[config.mk]
export PLATFORM = sky130hd
export DESIGN_NAME = cmbx_tx_ctrl
export DESIGN_NICKNAME = d
export VERILOG_FILES = /design/src/rtl/cmbx_pkg.sv /design/src/rtl/cmbx_flag_bank.sv /design/src/rtl/cmbx_pick_low.sv /design/src/rtl/cmbx_tx_ctrl.sv
export VERILOG_INCLUDE_DIRS = /design/src /design/src/rtl
export SDC_FILE = /design/constraint.sdc
export NUM_CORES = 1
export LEC_CHECK = 0
export ABC_AREA = 1
export BUFFER_PORTS_ARGS = -buffer_cell sky130_fd_sc_hd__clkbuf_2
export CAP_MARGIN = 30
export CORE_AREA = 2 2 149 151
export CTS_CLUSTER_SIZE = 24
export DETAILED_ROUTE_END_ITERATION = 8
export DIE_AREA = 0 0 151 153
export PLACE_DENSITY_LB_ADDON = 0.08
export SLEW_MARGIN = 20
export SYNTH_ARGS = -nofsm -noshare
export SYNTH_HDL_FRONTEND = slang
export SYNTH_SLANG_ARGS = --single-unit
[constraint.sdc]
create_clock -name clock -period 3.8 [get_ports clock]
set_clock_uncertainty 0.1 [all_clocks]
set_input_delay 0.76 -clock clock [delete_from_list [all_inputs] [get_ports clock]]
set_output_delay 0.76 -clock clock [all_outputs]
set_load 0.005 [all_outputs]
[src/rtl/cmbx_consts.svh]
// Constants for the mailbox transmit wait and cancel controller.
// Assumes a 32-bit AXI4-Lite register port with byte addresses.
`ifndef CMBX_CONSTS_SVH
`define CMBX_CONSTS_SVH

// Register port geometry
`define CMBX_ADDR_W 8
`define CMBX_MB_N 32
`define CMBX_MB_W 5

// Register byte offsets
`define CMBX_OFF_PEND_HI 8'h00
`define CMBX_OFF_PEND_LO 8'h04
`define CMBX_OFF_CANC_HI 8'h08
`define CMBX_OFF_CANC_LO 8'h0c
`define CMBX_OFF_DIR 8'h10
`define CMBX_OFF_DONE 8'h14
`define CMBX_OFF_ABORT 8'h18
`define CMBX_OFF_IRQ_ST 8'h1c
`define CMBX_OFF_IRQ_MASK 8'h20
`define CMBX_OFF_ENGINE 8'h24

// Reset values
`define CMBX_RST_VEC 32'h0000_0000
`define CMBX_RST_MASK 2'h0

// Field positions
`define CMBX_IRQ_DONE_BIT 0
`define CMBX_IRQ_ABORT_BIT 1
`define CMBX_ENG_BUSY_BIT 0
`define CMBX_ENG_REQ_BIT 1
`define CMBX_ENG_MB_LSB 8

// Bus responses
`define CMBX_RESP_OKAY 2'h0
`define CMBX_RESP_SLVERR 2'h2

`endif

[src/rtl/cmbx_pkg.sv]
// Types for the mailbox transmit wait and cancel controller.
// Assumes cmbx_consts.svh is on the include path.
`include "cmbx_consts.svh"

package cmbx_pkg;

    // Transmit engine ownership, one-hot
    typedef enum logic [1:0] {
        CMBX_IDLE = 2'b01,
        CMBX_BUSY = 2'b10
    } cmbx_tx_st_t;

    // State of the controller apart from the sticky flag banks
    typedef struct packed {
        logic [`CMBX_MB_N-1:0] pend;
        logic [`CMBX_MB_N-1:0] canc;
        logic [`CMBX_MB_N-1:0] dir;
        logic [1:0] mask;
        cmbx_tx_st_t st;
        logic [`CMBX_MB_W-1:0] act;
        logic req;
        logic [`CMBX_MB_W-1:0] mb;
        logic aw_have;
        logic [`CMBX_ADDR_W-1:0] aw_addr;
        logic w_have;
        logic [31:0] w_data;
        logic [3:0] w_strb;
        logic bvalid;
        logic [1:0] bresp;
        logic rvalid;
        logic [31:0] rdata;
        logic [1:0] rresp;
    } cmbx_state_t;

endpackage : cmbx_pkg

[src/rtl/cmbx_flag_bank.sv]
// Sticky flag bank: hardware sets, software clears by writing one.
// Assumes set and clear come from logic on the same clock.
`timescale 1ns/1ps
`default_nettype none

module cmbx_flag_bank #(
    parameter int W = 32
) (
    input wire logic clock,
    input wire logic resetn,
    input wire logic [W-1:0] set_vec,
    input wire logic [W-1:0] clr_vec,
    output logic [W-1:0] flags
);

    typedef struct packed {
        logic [W-1:0] flags;
    } cmbx_fb_t;

    cmbx_fb_t fb_q;
    cmbx_fb_t fb_d;

    // Set wins over a clear in the same cycle
    always_comb begin
        fb_d.flags = (fb_q.flags & ~clr_vec) | set_vec;
    end

    // State register
    always_ff @(posedge clock or negedge resetn) begin
        if (!resetn) begin
            fb_q <= '0;
        end else begin
            fb_q <= fb_d;
        end
    end

    assign flags = fb_q.flags;

endmodule : cmbx_flag_bank

`default_nettype wire

[src/rtl/cmbx_pick_low.sv]
// Picks the lowest set bit of a vector.
// Assumes a purely combinational use; no state.
`timescale 1ns/1ps
`default_nettype none

module cmbx_pick_low #(
    parameter int W = 32,
    parameter int IW = 5
) (
    input wire logic [W-1:0] vec,
    output logic found,
    output logic [IW-1:0] index
);

    // Scan downward so the lowest set bit is kept
    always_comb begin
        found = 1'b0;
        index = '0;
        for (int i = W - 1; i >= 0; i--) begin
            if (vec[i]) begin
                found = 1'b1;
                index = IW'(i);
            end
        end
    end

endmodule : cmbx_pick_low

`default_nettype wire

[src/rtl/cmbx_tx_ctrl.sv]
// Mailbox transmit wait and cancel controller, AXI4-Lite register slave.
// Assumes a transmit engine on the same clock that takes the offered
// mailbox with tx_start and ends it with tx_ok or tx_fail.
//
// Behaviour
// - A wait bit set in the lower register puts mailboxes 1 to 15 up for arbitration.
// - A wait bit is cleared when its frame is sent or when its abort completes.
// - Of the two frame ends, only a normally sent frame clears the wait bit; a failed try stays queued.
// - Bit 0 of the lower wait and cancel registers reads zero; software writes zero.
// - Writing one to a wait or cancel bit only takes effect for a transmit mailbox.
// - A cancel bit asks to withdraw that mailbox's message, upper 16 to 31, lower 1 to 15.
// - A successful cancel clears the wait and cancel bits and sets the abort flag.
// - A cancel does not stop a frame that has already started.
// - A cancel bit clears on a successful cancel, at the normal end of the frame, or when its wait bit is clear.
// - The upper wait register does the same for mailboxes 16 to 31.
// - A sent frame sets its done flag, which software clears by writing one.
`timescale 1ns/1ps
`default_nettype none
`include "cmbx_consts.svh"

module cmbx_tx_ctrl (
    input wire logic clock,
    input wire logic resetn,
    input wire logic [`CMBX_ADDR_W-1:0] s_axi_awaddr,
    input wire logic s_axi_awvalid,
    output logic s_axi_awready,
    input wire logic [31:0] s_axi_wdata,
    input wire logic [3:0] s_axi_wstrb,
    input wire logic s_axi_wvalid,
    output logic s_axi_wready,
    output logic [1:0] s_axi_bresp,
    output logic s_axi_bvalid,
    input wire logic s_axi_bready,
    input wire logic [`CMBX_ADDR_W-1:0] s_axi_araddr,
    input wire logic s_axi_arvalid,
    output logic s_axi_arready,
    output logic [31:0] s_axi_rdata,
    output logic [1:0] s_axi_rresp,
    output logic s_axi_rvalid,
    input wire logic s_axi_rready,
    output logic tx_req,
    output logic [`CMBX_MB_W-1:0] tx_mailbox,
    input wire logic tx_start,
    input wire logic tx_ok,
    input wire logic tx_fail,
    output logic irq
);

    ////////////////////////////////////////////////////////////////////////
    // Helpers

    // Aligned word address
    function automatic logic [`CMBX_ADDR_W-1:0] word_addr(
        input logic [`CMBX_ADDR_W-1:0] a
    );
        word_addr = {a[`CMBX_ADDR_W-1:2], 2'b00};
    endfunction : word_addr

    // Mapped register check
    function automatic logic reg_hit(input logic [`CMBX_ADDR_W-1:0] a);
        case (word_addr(a))
            `CMBX_OFF_PEND_HI, `CMBX_OFF_PEND_LO, `CMBX_OFF_CANC_HI,
            `CMBX_OFF_CANC_LO, `CMBX_OFF_DIR, `CMBX_OFF_DONE,
            `CMBX_OFF_ABORT, `CMBX_OFF_IRQ_ST, `CMBX_OFF_IRQ_MASK,
            `CMBX_OFF_ENGINE: reg_hit = 1'b1;
            default: reg_hit = 1'b0;
        endcase
    endfunction : reg_hit

    // Byte enables to bit mask
    function automatic logic [31:0] strb_mask(input logic [3:0] s);
        strb_mask = {{8{s[3]}}, {8{s[2]}}, {8{s[1]}}, {8{s[0]}}};
    endfunction : strb_mask

    ////////////////////////////////////////////////////////////////////////
    // State and nets

    cmbx_pkg::cmbx_state_t q;
    cmbx_pkg::cmbx_state_t n;
    logic [`CMBX_MB_N-1:0] done_q;
    logic [`CMBX_MB_N-1:0] abort_q;
    logic [1:0] irq_st_q;
    logic [`CMBX_MB_N-1:0] done_set;
    logic [`CMBX_MB_N-1:0] done_clr;
    logic [`CMBX_MB_N-1:0] abort_set;
    logic [`CMBX_MB_N-1:0] abort_clr;
    logic [1:0] irq_set;
    logic [1:0] irq_clr;
    logic [`CMBX_MB_N-1:0] lock;
    logic [`CMBX_MB_N-1:0] hit;
    logic [31:0] wdat;
    logic [31:0] wmask;
    logic do_wr;
    logic pick_found;
    logic [`CMBX_MB_W-1:0] pick_idx;

    ////////////////////////////////////////////////////////////////////////
    // Sticky flags and picker

    // Per-mailbox done flags
    cmbx_flag_bank #(.W(`CMBX_MB_N)) u_done (
        .clock(clock),
        .resetn(resetn),
        .set_vec(done_set),
        .clr_vec(done_clr),
        .flags(done_q)
    );

    // Per-mailbox abort flags
    cmbx_flag_bank #(.W(`CMBX_MB_N)) u_abort (
        .clock(clock),
        .resetn(resetn),
        .set_vec(abort_set),
        .clr_vec(abort_clr),
        .flags(abort_q)
    );

    // Interrupt status: done and abort events
    cmbx_flag_bank #(.W(2)) u_irq (
        .clock(clock),
        .resetn(resetn),
        .set_vec(irq_set),
        .clr_vec(irq_clr),
        .flags(irq_st_q)
    );

    // Lowest waiting mailbox wins arbitration for the offer
    cmbx_pick_low #(.W(`CMBX_MB_N), .IW(`CMBX_MB_W)) u_pick (
        .vec(q.pend),
        .found(pick_found),
        .index(pick_idx)
    );

    ////////////////////////////////////////////////////////////////////////
    // Next state

    always_comb begin
        n = q;
        done_set = '0;
        done_clr = '0;
        abort_clr = '0;
        irq_clr = '0;
        lock = '0;
        wmask = strb_mask(q.w_strb);
        wdat = q.w_data & wmask;
        do_wr = q.aw_have && q.w_have && !q.bvalid;

        // Address and data captured in either order
        if (s_axi_awvalid && s_axi_awready) begin
            n.aw_have = 1'b1;
            n.aw_addr = s_axi_awaddr;
        end
        if (s_axi_wvalid && s_axi_wready) begin
            n.w_have = 1'b1;
            n.w_data = s_axi_wdata;
            n.w_strb = s_axi_wstrb;
        end

        // Frame in flight or just starting is locked against cancel
        if (q.st == cmbx_pkg::CMBX_BUSY) begin
            lock[q.act] = 1'b1;
        end else if (tx_start && tx_req) begin
            lock[q.mb] = 1'b1;
        end

        // Transmit engine events
        case (q.st)
            cmbx_pkg::CMBX_IDLE: begin
                if (tx_start && tx_req) begin
                    n.st = cmbx_pkg::CMBX_BUSY;
                    n.act = q.mb;
                end
            end
            cmbx_pkg::CMBX_BUSY: begin
                if (tx_ok) begin
                    n.pend[q.act] = 1'b0;
                    n.canc[q.act] = 1'b0;
                    done_set[q.act] = 1'b1;
                    n.st = cmbx_pkg::CMBX_IDLE;
                end else if (tx_fail) begin
                    n.st = cmbx_pkg::CMBX_IDLE;
                end
            end
            default: begin
                n.st = cmbx_pkg::CMBX_IDLE;
            end
        endcase

        // Cancel of waiting, unlocked mailboxes
        hit = q.canc & q.pend & ~lock;
        abort_set = hit;
        n.pend = n.pend & ~hit;
        n.canc = n.canc & ~hit & ~(q.canc & ~q.pend);

        // Register writes; software sets land after hardware clears
        if (do_wr) begin
            n.aw_have = 1'b0;
            n.w_have = 1'b0;
            n.bvalid = 1'b1;
            n.bresp = reg_hit(q.aw_addr) ? `CMBX_RESP_OKAY : `CMBX_RESP_SLVERR;
            case (word_addr(q.aw_addr))
                `CMBX_OFF_PEND_HI: begin
                    n.pend[31:16] = n.pend[31:16] | (wdat[15:0] & q.dir[31:16]);
                end
                `CMBX_OFF_PEND_LO: begin
                    n.pend[15:1] = n.pend[15:1] | (wdat[15:1] & q.dir[15:1]);
                end
                `CMBX_OFF_CANC_HI: begin
                    n.canc[31:16] = n.canc[31:16] | (wdat[15:0] & q.dir[31:16]);
                end
                `CMBX_OFF_CANC_LO: begin
                    n.canc[15:1] = n.canc[15:1] | (wdat[15:1] & q.dir[15:1]);
                end
                `CMBX_OFF_DIR: begin
                    n.dir = (q.dir & ~wmask) | wdat;
                    n.dir[0] = 1'b0;
                end
                `CMBX_OFF_DONE: begin
                    done_clr = wdat;
                end
                `CMBX_OFF_ABORT: begin
                    abort_clr = wdat;
                end
                `CMBX_OFF_IRQ_ST: begin
                    irq_clr = wdat[1:0];
                end
                `CMBX_OFF_IRQ_MASK: begin
                    n.mask = (q.mask & ~wmask[1:0]) | wdat[1:0];
                end
                default: begin
                end
            endcase
        end
        if (q.bvalid && s_axi_bready) begin
            n.bvalid = 1'b0;
        end

        // Register reads, answered at the address edge
        if (s_axi_arvalid && s_axi_arready) begin
            n.rvalid = 1'b1;
            n.rresp = reg_hit(s_axi_araddr) ? `CMBX_RESP_OKAY : `CMBX_RESP_SLVERR;
            case (word_addr(s_axi_araddr))
                `CMBX_OFF_PEND_HI: n.rdata = {16'h0000, q.pend[31:16]};
                `CMBX_OFF_PEND_LO: n.rdata = {16'h0000, q.pend[15:1], 1'b0};
                `CMBX_OFF_CANC_HI: n.rdata = {16'h0000, q.canc[31:16]};
                `CMBX_OFF_CANC_LO: n.rdata = {16'h0000, q.canc[15:1], 1'b0};
                `CMBX_OFF_DIR: n.rdata = q.dir;
                `CMBX_OFF_DONE: n.rdata = done_q;
                `CMBX_OFF_ABORT: n.rdata = abort_q;
                `CMBX_OFF_IRQ_ST: n.rdata = {30'h0000_0000, irq_st_q};
                `CMBX_OFF_IRQ_MASK: n.rdata = {30'h0000_0000, q.mask};
                `CMBX_OFF_ENGINE: begin
                    n.rdata = 32'h0000_0000;
                    n.rdata[`CMBX_ENG_BUSY_BIT] = (q.st == cmbx_pkg::CMBX_BUSY);
                    n.rdata[`CMBX_ENG_REQ_BIT] = tx_req;
                    n.rdata[`CMBX_ENG_MB_LSB +: `CMBX_MB_W] = q.act;
                end
                default: n.rdata = 32'h0000_0000;
            endcase
        end else if (q.rvalid && s_axi_rready) begin
            n.rvalid = 1'b0;
        end

        // Offer for the next cycle from the current wait bits
        n.req = pick_found;
        n.mb = pick_idx;

        // Reserved bit 0 never holds
        n.pend[0] = 1'b0;
        n.canc[0] = 1'b0;

        // Interrupt events
        irq_set = '0;
        irq_set[`CMBX_IRQ_DONE_BIT] = |done_set;
        irq_set[`CMBX_IRQ_ABORT_BIT] = |abort_set;
    end

    ////////////////////////////////////////////////////////////////////////
    // State register

    always_ff @(posedge clock or negedge resetn) begin
        if (!resetn) begin
            q <= '0;
            q.pend <= `CMBX_RST_VEC;
            q.canc <= `CMBX_RST_VEC;
            q.dir <= `CMBX_RST_VEC;
            q.mask <= `CMBX_RST_MASK;
            q.st <= cmbx_pkg::CMBX_IDLE;
            q.bresp <= `CMBX_RESP_OKAY;
            q.rresp <= `CMBX_RESP_OKAY;
        end else begin
            q <= n;
        end
    end

    ////////////////////////////////////////////////////////////////////////
    // Outputs

    // Stale offer is withdrawn once its wait bit has gone
    assign tx_req = q.req && q.pend[q.mb] && (q.st == cmbx_pkg::CMBX_IDLE);
    assign tx_mailbox = q.mb;
    assign s_axi_awready = !q.aw_have;
    assign s_axi_wready = !q.w_have;
    assign s_axi_bvalid = q.bvalid;
    assign s_axi_bresp = q.bresp;
    assign s_axi_arready = !q.rvalid;
    assign s_axi_rvalid = q.rvalid;
    assign s_axi_rdata = q.rdata;
    assign s_axi_rresp = q.rresp;
    assign irq = |(irq_st_q & q.mask);

    ////////////////////////////////////////////////////////////////////////
    // Checks

    logic busy;
    logic [`CMBX_MB_N-1:0] orphan;
    assign busy = (q.st == cmbx_pkg::CMBX_BUSY);
    assign orphan = q.canc & ~q.pend & ~abort_q;
endmodule : cmbx_tx_ctrl

`default_nettype wire

Word level (Yosys, flattened, before mapping) --
Cells that the tools add are included. Widths: inputs -> output; s select.
Operators by class: bitwise operators 36, multiplexer cells 105, $lt $le $gt $ge 4, reductions and logical operators 31, eq/ne operators 22
Operators by type and width (count):
- $and 32x32->32 | 12
- $pmux 32 s10 | 1
- $mux 32 | 8
- $not 32->32 | 8
- $mux 5 | 31
- $mux 64 | 2
- $or 32x32->32 | 3
- $reduce_or 32->1 | 2
- $mux 31 | 2
- $eq 6x3->1 const B | 8
- $mux 1 | 43
- $mux 37 | 1
- $mux 16 | 2
- $or 16x16->16 | 2
- $mux 15 | 2
- $or 15x15->15 | 2
- $eq 6x2->1 const B | 4
- $eq 6x4->1 const B | 4
- $reduce_or 10->1 | 2
- $and 16x16->16 | 1
- $and 15x15->15 | 1
- $eq 6x1->1 const B | 2
- $logic_and 1x1->1 | 12
- $logic_not 6->1 | 2
- other kinds (20) | 41
Word-level totals: word-level logic and storage cells 219, register bits after elaboration 258, output and inout bits 48

Depth between registers and ports, before layout --
depth in word-level cells 31, depth in mapped cells 31, gate-level depth less buffers 31

Hierarchy --
A second synthesis with hierarchy kept.
Unflattened totals: cells, all modules 1990, area, all modules 14106.0 um^2
By module, submodules not included:
- cmbx_tx_ctrl | area an instance 11020.6 um^2, cells each 1553, instances 1
- cmbx_flag_bank at u_abort ... | area an instance 1281.2 um^2, cells each 160, instances 2
- cmbx_pick_low | area an instance 442.9 um^2, cells each 107, instances 1
- cmbx_flag_bank at u_irq | area an instance 80.1 um^2, cells each 10, instances 1

Least setup slack after synthesis --
Ideal clock, no wire load.
path kind input port to flip-flop, start input port s_axi_araddr[5], end register q (netlist bit s_axi_rdata[18]), setup time 0.066 ns, slack 1.426 ns, stages on the path 9, data arrival time 2.209 ns, data required time 3.634 ns, cell sequence nor3_1 -> nand2_1 -> nor2_1 -> clkbuf_1 -> buf_1 -> nand2_1 -> nand3_1 -> nand2_1 -> nand2_1
On the way: longest elaborated chain between the ends 2
RTL lines:
- from (decl) | line cmbx_tx_ctrl.sv:34 | input wire logic [`CMBX_ADDR_W-1:0] s_axi_araddr,
- $eq 6x4->1 (tied with other cells) | line cmbx_tx_ctrl.sv:242 | case (word_addr(s_axi_araddr))
- $pmux 32 s10 (*) | line cmbx_tx_ctrl.sv:242
- to (signal assigned) | line cmbx_tx_ctrl.sv:292 | q <= n;
- to (decl) | line cmbx_tx_ctrl.sv:78 | cmbx_pkg::cmbx_state_t q;
Every way passes the cells marked *; elsewhere a longest branch is shown, timed or not. A chain may end at the register's enable or synchronous reset.

Worst setup path in the final report --
start register q (netlist bit tx_mailbox[0]), end output port tx_req
On the way: longest elaborated chain between the ends 4
RTL lines:
- $bmux 1 s5 | line cmbx_tx_ctrl.sv:300 | assign tx_req = q.req && q.pend[q.mb] && (q.st == cmbx_pkg::CMBX_IDLE);
- $mux 1 (implied by the code) | line cmbx_tx_ctrl.sv:300
- $logic_and 1x1->1 (2 in a row) | line cmbx_tx_ctrl.sv:300
- to (decl) | line cmbx_tx_ctrl.sv:41 | output logic tx_req,
No other way between the ends. The select of a mux whose other input is x is not followed.

==> key figures <==
Run status
  • Status: complete, no violations

STA
  • Slew margin rel.: 37.25%
  • Worst Tran Pin Value: 0.9379 ns
  • Final Max Tran Viols: 0
  • Setup WS post-layout: 0.4247 ns
  • Final Hold Fails: 0
  • Final worst path period need: 3.375 ns
  • Crit share post-route: 88.82%
  • Fmax: 296.3 MHz
  • Finish-stage setup viols: 0
  • Setup_tns: 0 ns
  • RSZ-0062 raised after global routing: false

Yosys
  • Area share of the largest cell type after synthesis: 49.88%
  • Ys async rst share: 100.0%
  • #FFs+latches synth: 254
  • Synthesized area: 12690 um^2
  • Most instantiated cells after synthesis: nand2_1, dfrtp_1, o21ai_0
  • Top_reg_cell synth: dfrtp_1
  • Synthesis Warnings: 0
  • Area leader, netlist: dfrtp_1
  • Sequential share of the synthesized area: 50.09%
  • Number of flops mapped to enable cells by yosys: 0
  • Syn avg cell area: 7.898 um^2
  • Most common cell in the synthesized netlist: nand2_1
  • Cells after Synth: 1607
  • Cell variety after synth: 39
  • Synth top area cells: dfrtp_1, nand2_1, o21ai_0, inv_1, nor2_1

Clock tree
  • Post-CTS setup repair buffer count: 0
  • Clock tree buffer depth: 3
  • Clock sinks: 254
  • CTS tree: done
  • Worst-path clk slew: 0.06 ns
  • Clk_lat worst skew: 0.56 ns
  • H-tree levels: 1
  • Post_cts resized: 0
  • CTS buffer count: 27
  • Hold_buf cts: 0
  • Root Buffer: clkbuf_16

Die
  • # IOs: 110
  • Die ar.: 23100 um^2
  • Core Area: 21490 um^2
  • Die Ht: 153 um
  • # rows: 54
  • Initial Util: 59.07%
  • Die Wd: 151 um

Pwr
  • Maximum vdd drop: 0.0004638 V
  • Power per cell area: 546.1 nW/um^2
  • Leak Pwr: 6.516 nW

Job
  • Number of max-cap violations: 0

Route
  • Initial drt markers: 1286
  • DR vias/cell: 5.991
  • DRC Markers: 0
  • DRT antenna net count: 0
  • DRT Pass-1 Iters: 8
  • Via count: 11850
  • WL final: 42210 um
  • Wire length per cell: 21.34 um

Placement
  • IO buf count: 103
  • Setup WS pre-CTS: 0.7121 ns
  • Placer Congestion: 1.020
  • Post-DP HPWL: 30860 um

GRT
  • Initial antenna violation count: 2
  • Grt total ovfl: 0
  • Largest net degree at the start of global routing: 85
  • All-Layer GR Usage: 37.14%
  • First-pass GRT wire length: 65090 um
  • Number of global-route vias before repair: 11450

Final layout
  • Ant diodes: 0
  • Layout cells sized above 1: 12.43%
  • Area growth from synthesis to layout: 12.64%
  • Final net count: 1741

Setup path
  • Crit path top cell by count: inv_1
  • Slowest cell on the critical path: dfrtp_1
  • CP cell instances: nand2_2, inv_2, a22oi_1, o221ai_1, a22o_1, inv_1, nand4_1, nand2_1, inv_1, clkbuf_2
  • Critical path class: reg -> out
  • Worst path max stage delay: 0.44 ns
  • Worst-path maximum fanout: 9
  • CP top delay family: compound AO/OA/AOI/OAI gates
  • Worst setup EP type: primary output
  • Worst Setup Start Kind: register
  • Crit path DAT: 2.52 ns
  • Required @ worst endpoint: 2.94 ns
  • WP buf/inv: 4

Min path
  • Hold Path Class: in -> async
-- cell type report --
type / instances / area [um^2]
clock buffer: 36 / 789.5
clock inverter: 12 / 180.2
fill: 1855 / 7189
inverter: 191 / 716.9
multi-input combinational: 1074 / 5121
sequential: 254 / 6357
tap: 280 / 350.3
timing repair buffer: 131 / 780.7
-- cells in the final DEF (no fill, tap or decap), drive strengths merged --
cell	synthesis	layout
nand2	417	417
dfrtp	253	253
inv	190	191
o21ai	186	186
clkbuf	39	138
nor2	137	137
nand3	89	89
nand4	58	58
a21oi	42	42
o22ai	29	29
buf	50	29
nor3	28	28
a22oi	26	26
mux2	16	16
nor4	7	7
a22o	6	6
o31ai	6	6
o32ai	6	6
clkinv	1	6
a2111oi	5	5
bufinv	0	4
a221oi	3	3
o221ai	2	2
and3	2	2
conb	1	2
clkinvlp	0	2
o21a	1	1
o2111ai	1	1
a311oi	1	1
o311ai	1	1
o41ai	1	1
or4	1	1
a31oi	1	1
dfstp	1	1
-- metrics by stage --
step	hold slack, ns	instances	instance area, um^2	total power, mW	utilization (%)
global placement	0.3615	1929	13300	4.857	61.90
CTS	0.1350	1977	14270	7.787	66.41
finish	0.09419	1978	14300	7.807	66.54
detailed placement	0.3656	1929	13300	4.930	61.90
global route	0.1391	1978	14300	8.163	66.54
floorplan	0.3476	1608	12700	4.397	-
-- cells by family (layout without fill, tap and decap cells) --
| kind of cell | after synthesis | after routing | synth area share, % |
|---|---|---|---|
| and+or+nand+nor | 739 | 739 | 24.58 |
| AOI/OAI and AO/OA | 317 | 317 | 14.22 |
| buffers and inverters | 280 | 370 | 9.671 |
| DFF | 254 | 254 | 50.09 |
| muxes | 16 | 16 | 1.420 |
| other | 1 | 2 | 0.02955 |
-- worst register-to-register path: cells and delay by family, from the launching register on --
family / cells / cell delay [ns]
DFF: 1 / 0.47
AOI/OAI and AO/OA: 2 / 0.34
and+or+nand+nor: 12 / 1.60
buffers and inverters: 3 / 0.61
-- metal layers --
layer  vias to the layer above  share of wire [%]  track usage, %
li1                       5446                  -               -
met1                      5642                 42           55.37
met2                       640                 43           54.57
met3                       121                 10           6.179
met4                         2                4.1           14.33
met5                         -              0.031               0
-- path summary, 6_finish.rpt --
path | cells past startpoint | start | to | slack [ns]
max | 10 | tx_mailbox[0] | tx_req | 0.42
min | 1 | resetn | s_axi_rdata[2] | 0.09
max reg2reg | 17 | tx_mailbox[3] | u_irq.flags[1] | 0.55
min reg2reg | 2 | s_axi_rdata[2] | s_axi_rdata[2] | 0.38
max in group asynchronous | 2 | resetn | q[95] | 2.56
min in group clock | 2 | s_axi_rready | s_axi_rvalid | 0.29
-- report_power, final --
group          internal (mW)  switching [mW]
clock                   1.73            1.14
sequential              3.26           0.359
combinational          0.438           0.885
total                   5.43            2.38
(Power assumes the default switching activity.)
